## config.mk

```make
export PLATFORM = sky130hd
export DESIGN_NAME = rvc_regulator_ctrl
export DESIGN_NICKNAME = d
export VERILOG_FILES = /design/src/rvc_pkg.sv /design/src/rvc_match.sv /design/src/rvc_regulator_ctrl.sv
export SDC_FILE = /design/constraint.sdc
export NUM_CORES = 1
export LEC_CHECK = 0
export BUFFER_PORTS_ARGS = -buffer_cell sky130_fd_sc_hd__clkbuf_2
export CAP_MARGIN = 20
export CORE_MARGIN = 2
export CORE_UTILIZATION = 28
export DETAILED_ROUTE_END_ITERATION = 8
export PLACE_DENSITY = 0.57
export REMOVE_ABC_BUFFERS = 1
export SYNTH_ARGS = -nofsm -noshare
export SYNTH_HDL_FRONTEND = slang
export SYNTH_SLANG_ARGS = --single-unit
```

## constraint.sdc

```tcl
create_clock -name ref_clk -period 2.5 [get_ports ref_clk]
set_clock_uncertainty 0.15 [all_clocks]
set_input_delay 0.125 -clock ref_clk [delete_from_list [all_inputs] [get_ports ref_clk]]
set_output_delay 0.125 -clock ref_clk [all_outputs]
set_load 0.01 [all_outputs]
```

## src/rvc_pkg.sv

```systemverilog
package rvc_pkg;

    // ========================================================================
    // Register map and field layout
    // ========================================================================
    localparam logic [7:0] REG_CTRL_ADDR = 8'hc9;
    localparam logic [7:0] REG_CTRL_RST  = 8'h00;
    localparam int         BIT_DISABLE   = 7;
    localparam int         BIT_VBUS_STAT = 6;
    localparam int         BIT_POLARITY  = 5;
    localparam int         BIT_LOW_POWER = 4;
    localparam logic [7:0] WRITE_MASK    = 8'hb0;

    // ========================================================================
    // Types
    // ========================================================================
    typedef struct packed {
        logic       wr_en;
        logic       rd_en;
        logic [7:0] addr;
        logic [7:0] wdata;
    } rvc_sfr_req_s;

    typedef struct packed {
        logic disable_reg;
        logic low_power;
        logic polarity;
    } rvc_ctrl_s;

endpackage

```

## src/rvc_match.sv

```systemverilog
`timescale 1ns/1ps
module rvc_match
(
    // Clock and reset
    input  wire logic ref_clk,
    input  wire logic rst,
    // Sense and selection
    input  wire logic vbus_sense,
    input  wire logic polarity,
    input  wire logic int_enable,
    input  wire logic usb_reset_source,
    // Requests
    output logic      vbus_irq_q,
    output logic      vbus_reset_q
);

    // ========================================================================
    // Level comparison
    // ========================================================================
    logic match;
    logic irq_d;
    logic reset_d;

    always_comb
    begin
        match   = (vbus_sense == polarity);
        irq_d   = int_enable & match;
        reset_d = usb_reset_source & match;
    end

    always_ff @(posedge ref_clk)
    begin
        if (rst)
        begin
            vbus_irq_q   <= 1'b0;
            vbus_reset_q <= 1'b0;
        end
        else
        begin
            vbus_irq_q   <= irq_d;
            vbus_reset_q <= reset_d;
        end
    end

endmodule // rvc_match

```

## src/rvc_regulator_ctrl.sv

```systemverilog
`timescale 1ns/1ps
module rvc_regulator_ctrl
(
    // Clock and reset
    input  wire logic                  ref_clk,
    input  wire logic                  rst,
    // Special function register access
    input  wire rvc_pkg::rvc_sfr_req_s sfr_req,
    output logic [7:0]                 sfr_rdata_q,
    output logic                       sfr_rvalid_q,
    // Bus-power sense and system links
    input  wire logic                  vbus_sense,
    input  wire logic                  vbus_int_enable,
    input  wire logic                  usb_reset_source,
    // Regulator and request outputs
    output logic                       regulator_disable_q,
    output logic                       regulator_low_power_select_q,
    output logic                       vbus_irq_q,
    output logic                       vbus_reset_q
);

    // ========================================================================
    // Control register
    // ========================================================================
    rvc_pkg::rvc_ctrl_s ctrl_q;
    rvc_pkg::rvc_ctrl_s ctrl_d;
    logic               sel;

    always_comb
    begin
        sel    = (sfr_req.addr == rvc_pkg::REG_CTRL_ADDR);
        ctrl_d = ctrl_q;
        if (sfr_req.wr_en && sel)
        begin
            ctrl_d.disable_reg = sfr_req.wdata[rvc_pkg::BIT_DISABLE];
            ctrl_d.polarity    = sfr_req.wdata[rvc_pkg::BIT_POLARITY];
            ctrl_d.low_power   = sfr_req.wdata[rvc_pkg::BIT_LOW_POWER];
        end
    end

    always_ff @(posedge ref_clk)
    begin
        if (rst)
        begin
            ctrl_q <= '0;
        end
        else
        begin
            ctrl_q <= ctrl_d;
        end
    end

    // ========================================================================
    // Read path and regulator outputs
    // ========================================================================
    logic [7:0] rdata_d;
    logic       rvalid_d;

    always_comb
    begin
        rdata_d  = 8'h00;
        rvalid_d = sfr_req.rd_en;
        if (sfr_req.rd_en && sel)
        begin
            rdata_d[rvc_pkg::BIT_DISABLE]   = ctrl_q.disable_reg;
            rdata_d[rvc_pkg::BIT_VBUS_STAT] = vbus_sense;
            rdata_d[rvc_pkg::BIT_POLARITY]  = ctrl_q.polarity;
            rdata_d[rvc_pkg::BIT_LOW_POWER] = ctrl_q.low_power;
        end
    end

    always_ff @(posedge ref_clk)
    begin
        if (rst)
        begin
            sfr_rdata_q                  <= rvc_pkg::REG_CTRL_RST;
            sfr_rvalid_q                 <= 1'b0;
            regulator_disable_q          <= 1'b0;
            regulator_low_power_select_q <= 1'b0;
        end
        else
        begin
            sfr_rdata_q                  <= rdata_d;
            sfr_rvalid_q                 <= rvalid_d;
            regulator_disable_q          <= ctrl_d.disable_reg;
            regulator_low_power_select_q <= ctrl_d.low_power;
        end
    end

    // ========================================================================
    // Level-sensitive interrupt and reset request
    // ========================================================================
    rvc_match u_match
    (
        .ref_clk          (ref_clk),
        .rst              (rst),
        .vbus_sense       (vbus_sense),
        .polarity         (ctrl_q.polarity),
        .int_enable       (vbus_int_enable),
        .usb_reset_source (usb_reset_source),
        .vbus_irq_q       (vbus_irq_q),
        .vbus_reset_q     (vbus_reset_q)
    );

endmodule // rvc_regulator_ctrl

```

==> run summary <==
Status - completed
WP buf/inv - 3
Tot Pwr - 0.0003065 W
F_max - 703.1 MHz
Number of max-cap violations - 0
Row Count - 14
Peak supply drop - 0.0001533 V
Drc violations - 0
DPL Wire Length - 636.1 um
WHS Path Cells - 3
TritonCTS Buffers - 3
Hold-fix buffers at CTS - 8
Nets - 99
Reg clk slew, reported paths - 60 ps
Worst R2R Setup Slack - 1540 ps
Post-synth design cell area - 445.4 um^2
DIE WIDTH - 43.89 um
Pleak - 0.3243 nW
Fraction of post-synthesis cell area in the top cell type by area - 0.4494
WHS Endpoint - regulator_low_power_select_q
Final Setup Violations - 0
Final Max Slew Viols - 0
Worst path required time - 2490 ps
Count of input and output buffers - 26
Starting DRT DRC Count - 1
Setup ws final - 1078 ps
R2R depth - 3
Ant. Diodes - 0
Final hold vios - 0
Hold_sp - rst
Sequential fraction of the synthesis area - 0.4494
Initial Util - 0.2957
Ports - 36
Placement Setup Slack - 1361 ps
Reg2Reg Capture Point - u_match.vbus_irq_q
# clock sinks - 10
Avg Inst Size Synth - 11.72 um^2
Fin crit share - 0.5689
Drt total wl - 787 um
Cells after synthesis - 38
Max incr delay on CP - 540 ps
Via density - 4.000
Cell area power density - 451.1 nW/um^2
GRT overflow - 0
Synth cell types - 13
CTS max path bufs - 2
Initial antenna violation count - 0
Most frequent CP cell - dlygate4sd3_1
Core Area - 1506 um^2
Via count - 360
Worst setup SP type - primary input
Clock tree root buffer cell - clkbuf_4
CP delay by family, top - buffers and inverters
R2R Path Start - ctrl_q[0]
First-pass GRT wire length - 1262 um
Leading area contributor after synthesis - dfxtp_1
Pre-Repair DR Iteration Count - 3
Unrepaired setup endpoints after global routing - false
GPL Wtd Cong - 0.6531
Worst-path cell chain - dlygate4sd3_1, clkbuf_2, nor2b_1, dlygate4sd3_1
Worst min path class - in2reg
Ranking of synthesized cells by area - dfxtp_1, nand4bb_4, and2_1
Post-CTS resize count - 0
Die extent in y - 43.89 um
CP Max Fanout - 2
Wire length per cell - 8.744 um
Clock Latency Late Sink - 250 ps
Crit path max-delay cell type - dlygate4sd3_1
Arrival @ worst endpoint - 1410 ps
Seq cells post-synth - 10
Setup TNS - 0 ps
Finished Core Util - 0.4510
H-tree depth - 1
Setup bufs post-CTS - 0
Vias in the first global route - 327
Synthesis-to-finish area growth - 52.53%
ANT nets after route - 0
Warnings, synthesis - 0
Share of layout cells above drive strength 1 - 0.4459
Largest net degree at the start of global routing - 9
Min Tclk post-route - 1422 ps
Die outline area - 1926 um^2
CP Capture Type - flip-flop
Gr usage total - 0.09308
CTS tree - done
Setup CP Type - in2reg
## layer usage
metal	track usage	vias up	share of wire
met3	0.04167	2	0.076
li1	-	187	-
met4	0.05455	0	0.0051
met5	0	-	0
met2	0.1647	13	0.52
met1	0.08696	158	0.39
## cells in the mapped netlist
library cell   n
dfxtp_1       10
and2_1         6
nand2b_1       6
buf_4          4
mux2i_1        3
nand4bb_4      2
conb_1         1
inv_1          1
nor2_1         1
nor2b_1        1
nor3_4         1
nor3b_2        1
xor2_1         1
## worst min-delay path: cells and delay by family
kind	cells	cell delay [ps]
multiplexers	1	50
buffers and inverters	1	150
AND/OR/NAND/NOR	1	120
## cell type report
cell class | instances | area, um^2
timing repair buffer | 34 | 210.2
clock buffer | 3 | 22.52
multi-input combinational | 26 | 222.7
inverter | 1 | 3.754
sequential | 10 | 200.2
tap | 16 | 20.02
fill | 157 | 827.0
## cells by family after synthesis
group / count (synthesis) / share of synthesized area
buffers and inverters: 5 / 0.07584
AND/OR/NAND/NOR: 18 / 0.3792
other: 1 / 0.008419
flip-flops: 10 / 0.4494
multiplexers: 3 / 0.06742
XOR/XNOR: 1 / 0.01967
## state kept, by name, indices dropped and copies added, names as in the netlist
signal                        cells
regulator_low_power_select_q      1
ctrl_q                            1
sfr_rdata_q                       4
sfr_rvalid_q                      1
u_match.vbus_reset_q              1
u_match.vbus_irq_q                1
regulator_disable_q               1
## metrics by stage
stage	cell area, um^2	std cells	hold WS (ps)
finish	679.4	90	91.69
global route	679.4	90	113.6
CTS	679.4	90	94.62
detailed placement	576.8	79	178.6
global placement	576.8	79	178.6
floorplan	426.7	37	53.12
## how the worst max path moves through the flow
stage,start,slack (ps),to,cells after the start
5_1_grt,sfr_req[16],1040,sfr_rvalid_q,4
3_3_place_gp,sfr_req[9],1360,regulator_low_power_select_q,4
2_1_floorplan,sfr_req[9],1500,ctrl_q[0],3
4_1_cts,sfr_req[16],1080,sfr_rvalid_q,4
3_5_place_dp,sfr_req[9],1360,ctrl_q[0],4
6_report,sfr_req[16],1080,sfr_rvalid_q,4
## where the power goes
group          internal (W)  switching, W
clock             0.0000551     0.0000464
sequential         0.000162   0.000000477
combinational     0.0000269     0.0000161
## placed cells by master (no fill, tap or decap)
cell type	count
dlygate4sd3_1	8
nor3_4	1
clkbuf_4	3
dfxtp_1	10
mux2i_1	3
nand4bb_4	2
clkbuf_2	26
nor2b_1	1
nor2_1	1
and2_1	6
inv_1	1
nand2b_1	6
xor2_1	1
nor3b_2	1
conb_1	4
No activity file was read; power rests on OpenSTA's default activity.
